## src/rtl/fzio_regs.vh

```
`ifndef FZIO_REGS_VH
`define FZIO_REGS_VH

// register byte offsets
`define FZIO_OFF_CTRL 12'h000
`define FZIO_OFF_STATUS 12'h004
`define FZIO_OFF_HOLD 12'h008
`define FZIO_OFF_PULLEN 12'h00c
`define FZIO_OFF_PULLDIR 12'h010
`define FZIO_OFF_REJECT 12'h014

// control register fields
`define FZIO_CTRL_SWREQ 0
`define FZIO_CTRL_PINSEL_EN 1
`define FZIO_CTRL_PINSEL_LSB 8
`define FZIO_CTRL_PINSEL_W 5

// status register fields
`define FZIO_STAT_FROZEN 0
`define FZIO_STAT_REQPIN 1
`define FZIO_STAT_REJECT 2

// reset values
`define FZIO_RST_CTRL 32'h0000_0000
`define FZIO_RST_CFG 32'h0000_0000

// pad state encodings (normal drive, pull, tristate)
`define FZIO_PAD_NORMAL 2'h0
`define FZIO_PAD_PULL 2'h1
`define FZIO_PAD_TRI 2'h2

`endif

```

## src/rtl/fzio_pin.v

```verilog
`timescale 1ns/1ps
`include "fzio_regs.vh"

module fzio_pin (
    input wire pclk,
    input wire presetn,
    input wire frozen,
    input wire freeze_entry,
    input wire cfg_hold,
    input wire cfg_pull_en,
    input wire cfg_pull_up,
    input wire core_out,
    input wire core_oe,
    input wire pad_in,
    output reg pad_out,
    output reg pad_oe,
    output reg pad_pull_en,
    output reg pad_pull_up,
    output reg core_in
);

    reg held_in_q;
    reg held_out_q;
    reg held_oe_q;

    // capture on the entry cycle, keep while frozen
    always @(posedge pclk or negedge presetn) begin
        if (!presetn) begin
            held_in_q <= 1'b1;
            held_out_q <= 1'b0;
            held_oe_q <= 1'b0;
        end else if (freeze_entry) begin
            held_in_q <= pad_in;
            held_out_q <= core_out;
            held_oe_q <= core_oe;
        end
        // pad activity while frozen is never sampled
    end

    always @* begin
        pad_out = core_out;
        pad_oe = core_oe;
        pad_pull_en = cfg_pull_en;
        pad_pull_up = cfg_pull_up;
        core_in = pad_in;
        if (frozen) begin
            pad_out = 1'b0;
            pad_oe = 1'b0;
            if (held_oe_q && cfg_hold) begin
                // output mode: weak pull to held level
                pad_pull_en = 1'b1;
                pad_pull_up = held_out_q;
                core_in = held_out_q;
            end else begin
                pad_pull_en = cfg_pull_en;
                pad_pull_up = cfg_pull_up & cfg_pull_en;
                if (cfg_hold) begin
                    core_in = held_in_q;
                end else begin
                    core_in = 1'b1;
                end
            end
        end
        // not frozen: pass-through
    end

endmodule

```

## src/rtl/fzio_top.v

```verilog
`timescale 1ns/1ps
`include "fzio_regs.vh"

module fzio_top #(
    parameter NPINS = 16
) (
    input wire pclk,
    input wire presetn,
    input wire psel,
    input wire penable,
    input wire pwrite,
    input wire [11:0] paddr,
    input wire [31:0] pwdata,
    output reg [31:0] prdata,
    output wire pready,
    output wire pslverr,
    input wire freeze_request_pin,
    input wire [NPINS-1:0] core_out,
    input wire [NPINS-1:0] core_oe,
    output wire [NPINS-1:0] core_in,
    input wire [NPINS-1:0] pad_in,
    output wire [NPINS-1:0] pad_out,
    output wire [NPINS-1:0] pad_oe,
    output wire [NPINS-1:0] pad_pull_en,
    output wire [NPINS-1:0] pad_pull_up,
    output wire frozen
);

    localparam ST_RUN = 2'b01;
    localparam ST_FRZ = 2'b10;

    reg [31:0] ctrl_q;
    reg [NPINS-1:0] hold_q;
    reg [NPINS-1:0] pull_en_q;
    reg [NPINS-1:0] pull_up_q;
    reg reject_q;
    reg [1:0] state_q;
    reg [1:0] state_d;
    reg [31:0] rdata_d;
    reg addr_ok;

    wire wr_en = psel & penable & pwrite;
    wire req = freeze_request_pin | ctrl_q[`FZIO_CTRL_SWREQ];
    wire freeze_entry = (state_q == ST_RUN) & req;
    wire [`FZIO_CTRL_PINSEL_W-1:0] req_pin_idx =
        ctrl_q[`FZIO_CTRL_PINSEL_LSB +: `FZIO_CTRL_PINSEL_W];
    wire [NPINS-1:0] req_pin_mask =
        ctrl_q[`FZIO_CTRL_PINSEL_EN] ? ({{(NPINS-1){1'b0}}, 1'b1} << req_pin_idx)
                                     : {NPINS{1'b0}};
    wire [NPINS-1:0] pull_wr = pwdata[NPINS-1:0] & ~req_pin_mask;
    wire pull_bad = |(pwdata[NPINS-1:0] & req_pin_mask);

    // register write strobes, taken in the access phase
    wire wr_ctrl = wr_en & (paddr == `FZIO_OFF_CTRL);
    wire wr_hold = wr_en & (paddr == `FZIO_OFF_HOLD);
    wire wr_pull_en = wr_en & (paddr == `FZIO_OFF_PULLEN);
    wire wr_pull_dir = wr_en & (paddr == `FZIO_OFF_PULLDIR);
    wire wr_reject = wr_en & (paddr == `FZIO_OFF_REJECT) & pwdata[0];

    // index carried by a control write, checked against pulls already set
    wire [`FZIO_CTRL_PINSEL_W-1:0] new_pin_idx =
        pwdata[`FZIO_CTRL_PINSEL_LSB +: `FZIO_CTRL_PINSEL_W];
    wire [NPINS-1:0] new_pin_mask =
        pwdata[`FZIO_CTRL_PINSEL_EN] ? ({{(NPINS-1){1'b0}}, 1'b1} << new_pin_idx)
                                     : {NPINS{1'b0}};
    wire ctrl_bad = |(pull_en_q & new_pin_mask);

    assign pready = 1'b1;
    assign pslverr = psel & penable & ~addr_ok;
    assign frozen = (state_q == ST_FRZ);

    // read data picked in the setup cycle; the clear register reads zero
    always @* begin
        addr_ok = 1'b1;
        rdata_d = 32'h0000_0000;
        case (paddr)
            `FZIO_OFF_CTRL: begin
                rdata_d = ctrl_q;
            end
            `FZIO_OFF_STATUS: begin
                rdata_d[`FZIO_STAT_FROZEN] = frozen;
                rdata_d[`FZIO_STAT_REQPIN] = freeze_request_pin;
                rdata_d[`FZIO_STAT_REJECT] = reject_q;
            end
            `FZIO_OFF_HOLD: begin
                rdata_d[NPINS-1:0] = hold_q;
            end
            `FZIO_OFF_PULLEN: begin
                rdata_d[NPINS-1:0] = pull_en_q;
            end
            `FZIO_OFF_PULLDIR: begin
                rdata_d[NPINS-1:0] = pull_up_q;
            end
            `FZIO_OFF_REJECT: begin
                rdata_d = 32'h0000_0000;
            end
            default: begin
                addr_ok = 1'b0;
            end
        endcase
    end

    always @(posedge pclk or negedge presetn) begin
        if (!presetn) begin
            prdata <= 32'h0000_0000;
        end else if (psel & ~penable & ~pwrite) begin
            prdata <= rdata_d;
        end
    end

    // control register and per-pin static configuration
    always @(posedge pclk or negedge presetn) begin
        if (!presetn) begin
            ctrl_q <= `FZIO_RST_CTRL;
        end else if (wr_ctrl) begin
            ctrl_q <= pwdata;
        end
    end

    always @(posedge pclk or negedge presetn) begin
        if (!presetn) begin
            hold_q <= {NPINS{1'b0}};
        end else if (wr_hold) begin
            hold_q <= pwdata[NPINS-1:0];
        end
    end

    // a pull on the request pin is dropped whichever register comes last
    always @(posedge pclk or negedge presetn) begin
        if (!presetn) begin
            pull_en_q <= {NPINS{1'b0}};
        end else if (wr_pull_en) begin
            pull_en_q <= pull_wr;
        end else if (wr_ctrl) begin
            pull_en_q <= pull_en_q & ~new_pin_mask;
        end
    end

    always @(posedge pclk or negedge presetn) begin
        if (!presetn) begin
            pull_up_q <= {NPINS{1'b0}};
        end else if (wr_pull_dir) begin
            pull_up_q <= pwdata[NPINS-1:0];
        end
    end

    // sticky reject flag: a new rejection beats a clear
    always @(posedge pclk or negedge presetn) begin
        if (!presetn) begin
            reject_q <= 1'b0;
        end else if ((wr_pull_en & pull_bad) | (wr_ctrl & ctrl_bad)) begin
            reject_q <= 1'b1;
        end else if (wr_reject) begin
            reject_q <= 1'b0;
        end
    end

    // freeze state follows the request one cycle late
    always @* begin
        state_d = state_q;
        case (state_q)
            ST_RUN: begin
                if (req) begin
                    state_d = ST_FRZ;
                end
            end
            ST_FRZ: begin
                if (!req) begin
                    state_d = ST_RUN;
                end
            end
            default: begin
                state_d = ST_RUN;
            end
        endcase
    end

    always @(posedge pclk or negedge presetn) begin
        if (!presetn) begin
            state_q <= ST_RUN;
        end else begin
            state_q <= state_d;
        end
    end

    // one slice per pad: capture, hold and pad override
    genvar i;
    generate
        for (i = 0; i < NPINS; i = i + 1) begin : g_pin
            fzio_pin u_pin (
                .pclk(pclk),
                .presetn(presetn),
                .frozen(frozen),
                .freeze_entry(freeze_entry),
                .cfg_hold(hold_q[i]),
                .cfg_pull_en(pull_en_q[i]),
                .cfg_pull_up(pull_up_q[i]),
                .core_out(core_out[i]),
                .core_oe(core_oe[i]),
                .pad_in(pad_in[i]),
                .pad_out(pad_out[i]),
                .pad_oe(pad_oe[i]),
                .pad_pull_en(pad_pull_en[i]),
                .pad_pull_up(pad_pull_up[i]),
                .core_in(core_in[i])
            );
        end
    endgenerate

endmodule

```

## config.mk

```make
export PLATFORM = sky130hd
export DESIGN_NAME = fzio_top
export DESIGN_NICKNAME = d
export VERILOG_FILES = /design/src/rtl/fzio_pin.v /design/src/rtl/fzio_top.v
export VERILOG_INCLUDE_DIRS = /design/src /design/src/rtl
export SDC_FILE = /design/constraint.sdc
export NUM_CORES = 1
export LEC_CHECK = 0
export ABC_AREA = 1
export BUFFER_PORTS_ARGS = -buffer_cell sky130_fd_sc_hd__buf_4
export CAP_MARGIN = 10
export CORE_ASPECT_RATIO = 1.25
export CORE_MARGIN = 1
export CORE_UTILIZATION = 40
export CTS_CLUSTER_DIAMETER = 80
export DETAILED_ROUTE_END_ITERATION = 6
export PLACE_DENSITY = 0.67
export RECOVER_POWER = 50
export SETUP_SLACK_MARGIN = 0.5
export SLEW_MARGIN = 20
export SYNTH_ARGS = -nofsm -noshare
export SYNTH_HDL_FRONTEND = slang
export SYNTH_HIERARCHICAL = 1
export SYNTH_SLANG_ARGS = --single-unit
```

## constraint.sdc

```tcl
create_clock -name pclk -period 11.3 [get_ports pclk]
set_input_delay 0.565 -clock pclk [delete_from_list [all_inputs] [get_ports pclk]]
set_output_delay 0.565 -clock pclk [all_outputs]
set_load 0.05 [all_outputs]
```

==> flow_summary.ini, run 1 <==
[sta]
fmax_mhz = 217
rsz0062_at_grt = false
fin_crit_ns = 4.62
setup_ws_ns = 6.68
hold_viol = 0
fin_crit_sh_pct = 40.9
setup_viol = 0
finalSetupTns_ns = 0
max_slew_margin_pct = -213
tightest_slew_ns = 4.69
slew_violations = 163
holdWs_ns = 0.330
finClkSkew_ns = 0.00858

[placement]
dp_hpwl_mm = 18.0
place_inst = 1614
portBuffers = 211
place_ws_ns = 8.02
postPlaceCellArea_um2 = 10300
gp_congestion = 0.957

[global_route]
grt_pass1_vias = 7814
overflow = 0
antenna_found_initial = 1
grt_start_max_net_pins = 89
grt_first_pass_wirelength_mm = 40.3
grt_usage_pct = 23.7

[setup_path]
worst_ep_required_time_ns = 11.73
rr_worst_depth = 5
critPathTopFamily = buffers and inverters
slowest_stage = clkbuf_1
startpoint_type = input pin
worstReg2RegStart = state_q[0]
r2r_slack_ns = 8.05
crit_buf_inv = 2
crit_chain = clkbuf_1, buf_4
critPathArrivalTime_ns = 5.04
worst-setup-path-type = in2async
worstPathMaxFanout = 88
cpPeakStageDelay_ns = 3.22
rr_endpoint = g_pin[5].u_pin/held_oe_q
crit_path_end_kind = asynchronous set/reset pin

[clock_network]
clk_latency_ns = 0.44
clk_pin_slew_ns = 0.06
cts.htree.levels = 4
holdBufCountCts = 0
clock-root-buffer = clkbuf_16
cts_sinks = 163
ctsResizeCount = 0
clockBufferDepth = 2
numCtsBuffers = 17
cts_setup_buffers = 0
cts_tree = built

[power_and_ir_drop]
power_density_nw_per_um2 = 139
irDropWorstVdd_mv = 0.105
leakagePower_uw = 0.00536

[layout]
final_area_um2 = 10800
nNetsFinal = 1457
areaGrowthSynthToFinish_pct = 26.3
final_cells = 1647
drive_gt1_share_pct = 18.2

[yosys]
synth_cell_types = 32
synth_simple_gate_area_share_pct = 35.6
yosysTopAreaCellShare_pct = 42.9
synth-compound-area-share_pct = 8.83
synth-edff-count = 0
synth_xor_area_share_pct = 0
synthCells = 1163
ys_seq_area_share_pct = 48.1
yosys_warnings = 6
synth_nets = 1261
syn_area_per_cell_um2 = 7.33
synthTopCellsByArea = dfrtp_1, nand2_1, nand3_1
ys.flop_type = dfrtp_1
synth_top_family_by_area = simple AND/OR/NAND/NOR gates
async_reset_ff_share_pct = 100
syn_area_um2 = 8520
synth_seq_cells = 163
synthMuxAreaShare_pct = 0
synth_fa_ha_area_share_pct = 0
yosys.area.top_type = dfrtp_1

[floorplanning]
fp-row-count = 59
start_util_pct = 40.9
die_w_um = 133
coreArea_um2 = 20800
die_h_um = 165
io_pins = 213
die_area_um2 = 21900

[drt]
drc = 0
ant_nets = 0
num_vias = 8388
routed_wl_mm = 25.3
viasPerCell = 5.09
drtPass1Iterations = 7
drt_iter0_markers = 681
wire_per_inst_um = 15.4

[job]
maxCapViolations = 3

[run_status]
violations = max-capacitance violations, max-slew violations
status = complete, but fails checks

[worst_hold_path]
holdPathStages = 3
worstHoldStart = pwdata[28]
hp-class = in2reg
hold_path_end = ctrl_q[28]
==> flip-flops by register name (all words and copies together) (netlist names) <==
register                cells
reject_q                    1
pull_en_q                  16
pull_up_q                  16
g_pin.u_pin/held_out_q     16
g_pin.u_pin/held_in_q      16
ctrl_q                     32
state_q                     2
hold_q                     16
prdata                     32
g_pin.u_pin/held_oe_q      16
==> cell usage after synthesis (2+ instances only) <==
master and count:
nor2_4 5, nor2_1 110, dfrtp_1 146, nor2_2 3
o21ai_0 84, nand3_2 4, nand4_1 27, nand3b_1 2
o31ai_1 6, nand2_2 2, dfstp_2 17, inv_1 114
nand3_1 175, buf_4 3, clkbuf_1 12, clkbuf_2 2
buf_2 20, nand2_1 366, o21ai_1 15, a21oi_1 34
o31ai_2 2, inv_2 4
==> metrics by stage <==
step	util [%]	total power (uW)
3_3_place_gp	49.5	927
3_5_place_dp	49.6	932
5_1_grt	51.7	1560
6_report	51.7	1500
2_1_floorplan	-	837
4_1_cts	52.4	1510
==> worst max path at each step <==
| stage | start | end | cells past startpoint |
|---|---|---|---|
| floorplan | state_q[1] | pad_oe[0] | 3 |
| global placement | paddr[11] | ctrl_q[6] | 9 |
| detailed placement | paddr[11] | ctrl_q[13] | 9 |
| CTS | state_q[0] | pad_pull_up[14] | 6 |
| global route | presetn | ctrl_q[3] | 2 |
| finish | presetn | ctrl_q[3] | 2 |
==> report_power, final <==
| part | switching [uW] | total, uW | internal [uW] |
|---|---|---|---|
| registers | 28.2 | 670 | 642 |
| clock network | 234 | 584 | 350 |
| logic | 168 | 246 | 77.8 |
| total | 430 | 1500 | 1070 |
==> layer usage <==
layer	up-vias	wire (um)	GRT usage, %
met4	0	662	10.2
met1	3913	10700	29.3
li1	4165	-	-
met2	264	12700	40.7
met5	-	0	0
met3	46	1270	4.06
==> cell usage in the layout, fill, tap and decap left out <==
cell type	instances
dfstp_2	16
inv_1	114
clkbuf_1	38
inv_2	4
o21ai_1	15
nand3b_1	2
dfrtp_1	146
o21a_1	1
clkbuf_16	17
nand3_1	175
inv_6	1
conb_1	1
nand3_2	4
nor4_1	1
clkinvlp_4	1
nand2_2	2
buf_4	180
nand2_4	1
clkbuf_8	4
or2_2	1
o22a_1	1
clkinv_2	1
nor3_1	2
nor2_4	6
nor2_2	4
o31ai_2	2
a21oi_1	34
diode_2	1
nand4_1	27
o21ai_0	84
clkinv_4	2
clkbuf_4	1
o31ai_1	6
nand2_1	366
dfstp_1	1
bufinv_16	2
nor2_8	1
nor2_1	108
==> layout make-up <==
cell class	count	area [um^2]
tap	274	343
clock buffer	25	495
inverter	118	443
sequential	163	4100
timing repair buffer	215	1490
clock inverter	7	98.8
antenna	1	2.50
multi-input combinational	844	3790
fill	2117	10100
==> kinds of logic (layout without fill, tap and decap cells) <==
logic type,count (synthesis),in the layout
AOI/OAI and AO/OA,143,143
DFF,163,163
and+or+nand+nor,700,700
buffers and inverters,156,365
other,1,2
Note: power is estimated with default switching activity, not from simulation.
==> inputs of run 2 (changes only) <==
Settings changed: PLACE_DENSITY 0.67 to 0.69.
Clock period 11.3 ns to 4.1 ns, I/O delays scaled along.
==> run 2 against run 1 <==
The run still ends with max-capacitance violations, max-slew violations left. Register-to-register slack worse by 5.8 ns. Clock power grew to 2.9 times the previous value. Critical path depth up 3. Sequential share of layout area decreased by 1.3 points. Sequential cell count did not move. Final cell count is 1.9% higher. Combinational power rose to 2.9 times the previous value. Largest cell class unchanged. First-iteration DRC count down 16%. Die area stayed put. Critical path type is now in2reg. Global-route usage is 0.19 points higher. Worst hold slack got worse by 0.31 ns. Wire length increased by 1.9%.
==> flow_summary.ini, run 2 (synthesis results as in run 1) <==
[worst_hold_path]
worstHoldStart = pwdata[30]
hp-class = in2reg

[placement]
dp_hpwl_mm = 18.1
gp_congestion = 0.986
place_ws_ns = 1.41
portBuffers = 211
postPlaceCellArea_um2 = 10300

[global_route]
grt_first_pass_wirelength_mm = 40.7
antenna_found_initial = 0
grt_start_max_net_pins = 97
overflow = 0
grt_pass1_vias = 8088
grt_usage_pct = 23.8

[drt]
num_vias = 8561
drtPass1Iterations = 5
drc = 0
routed_wl_mm = 25.8
drt_iter0_markers = 574
ant_nets = 0
viasPerCell = 5.10
wire_per_inst_um = 15.4

[clock_network]
clk_pin_slew_ns = 0.06
clock-root-buffer = clkbuf_16
cts_tree = built
cts_setup_buffers = 0
cts_sinks = 163
numCtsBuffers = 17
cts.htree.levels = 4
holdBufCountCts = 32
ctsResizeCount = 0
clk_latency_ns = 0.43
clockBufferDepth = 2

[layout]
drive_gt1_share_pct = 18.2
final_common_cell = nand2_1
reg_top3 = ctrl_q x32, prdata x32
diodes = 0
areaGrowthSynthToFinish_pct = 30.9
final_cell_mix = nand2_1, buf_4, nand3_1, dfrtp_1, inv_1
final_area_um2 = 11200
nNetsFinal = 1489

[power_and_ir_drop]
leakagePower_uw = 0.00554
irDropWorstVdd_mv = 0.311
power_density_nw_per_um2 = 380
fin_total_pwr_uw = 4240

[sta]
holdWs_ns = 0.0160
fin_crit_sh_pct = 77.5
slew_violations = 111
setup_ws_ns = 0.924
finClkSkew_ns = 0.00841
setup_viol = 0
finalSetupTns_ns = 0
tightest_slew_ns = 2.26
hold_viol = 0
fmax_mhz = 315
rsz0062_at_grt = false
fin_crit_ns = 3.18
max_slew_margin_pct = -50.7

[floorplanning]
fp-row-count = 59
coreArea_um2 = 20800
io_pins = 213
start_util_pct = 40.9
die_area_um2 = 21900
die_h_um = 165
die_w_um = 133

[setup_path]
crit_path_end_kind = flip-flop
crit_start = penable
worst_ep_required_time_ns = 4.41
critPathArrivalTime_ns = 3.49
worst-setup-path-type = in2reg
worstPathMaxFanout = 30
worstReg2RegStart = state_q[0]
startpoint_type = input pin

[run_status]
violations = max-capacitance violations, max-slew violations
status = complete, but fails checks

[job]
maxCapViolations = 3
==> run 2: cell count changes in the layout (fill, tap and decap cells not counted), moves of 2 or more <==
cell | previous run | this run
clkinv_4 | 2 | 4
dlygate4sd3_1 | 0 | 32
buf_12 | 0 | 2
clkbuf_1 | 38 | 32
clkinv_2 | 1 | 3
==> run 2: critical path, cell delays in order <==
cell,delay (ns)
buf_4,0.12
nor3_1,1.66
inv_1,1.13
nand2_1,0.25
o21ai_0,0.10
==> run 2: final timing paths <==
path | slack, ns | cells after the start | endpoint
max reg2reg | 2.23 | 5 | g_pin[1].u_pin/held_oe_q
min | 0.02 | 3 | ctrl_q[30]
min reg2reg | 0.47 | 2 | ctrl_q[19]
max in group asynchronous | 1.78 | 2 | g_pin[0].u_pin/held_out_q
min in group asynchronous | 0.94 | 2 | g_pin[8].u_pin/held_out_q
max | 0.92 | 5 | prdata[17]
==> run 2: cell type report <==
class	count	area [um^2]
Fill cell	2053	9660
Sequential cell	163	4100
Multi-Input combinational cell	844	3800
Timing Repair Buffer	247	1840
Clock buffer	21	480
Inverter	118	443
Tap cell	274	343
Clock inverter	11	149
==> run 2: per-layer routing <==
layer,wire length (um),global-route usage (%),vias to the layer above,part of all wire (%)
met5,0,0,-,0
met2,13300,43.3,275,52
met3,1330,3.39,51,5.1
met1,10400,28.1,4010,40
met4,780,10.3,0,3.0
li1,-,-,4225,-
==> run 2: power by group <==
| group | leakage [uW] | switching (uW) | total (uW) | internal (uW) |
|---|---|---|---|---|
| clock network | 0.000313 | 660 | 1690 | 1030 |
| logic | 0.00314 | 471 | 709 | 238 |
| registers | 0.00208 | 79.0 | 1850 | 1770 |
==> run 2: through the flow <==
step	cells	util, %
2_1_floorplan	1163	-
3_3_place_gp	1614	49.7
3_5_place_dp	1614	49.7
4_1_cts	1678	54.2
5_1_grt	1678	53.6
6_report	1678	53.6
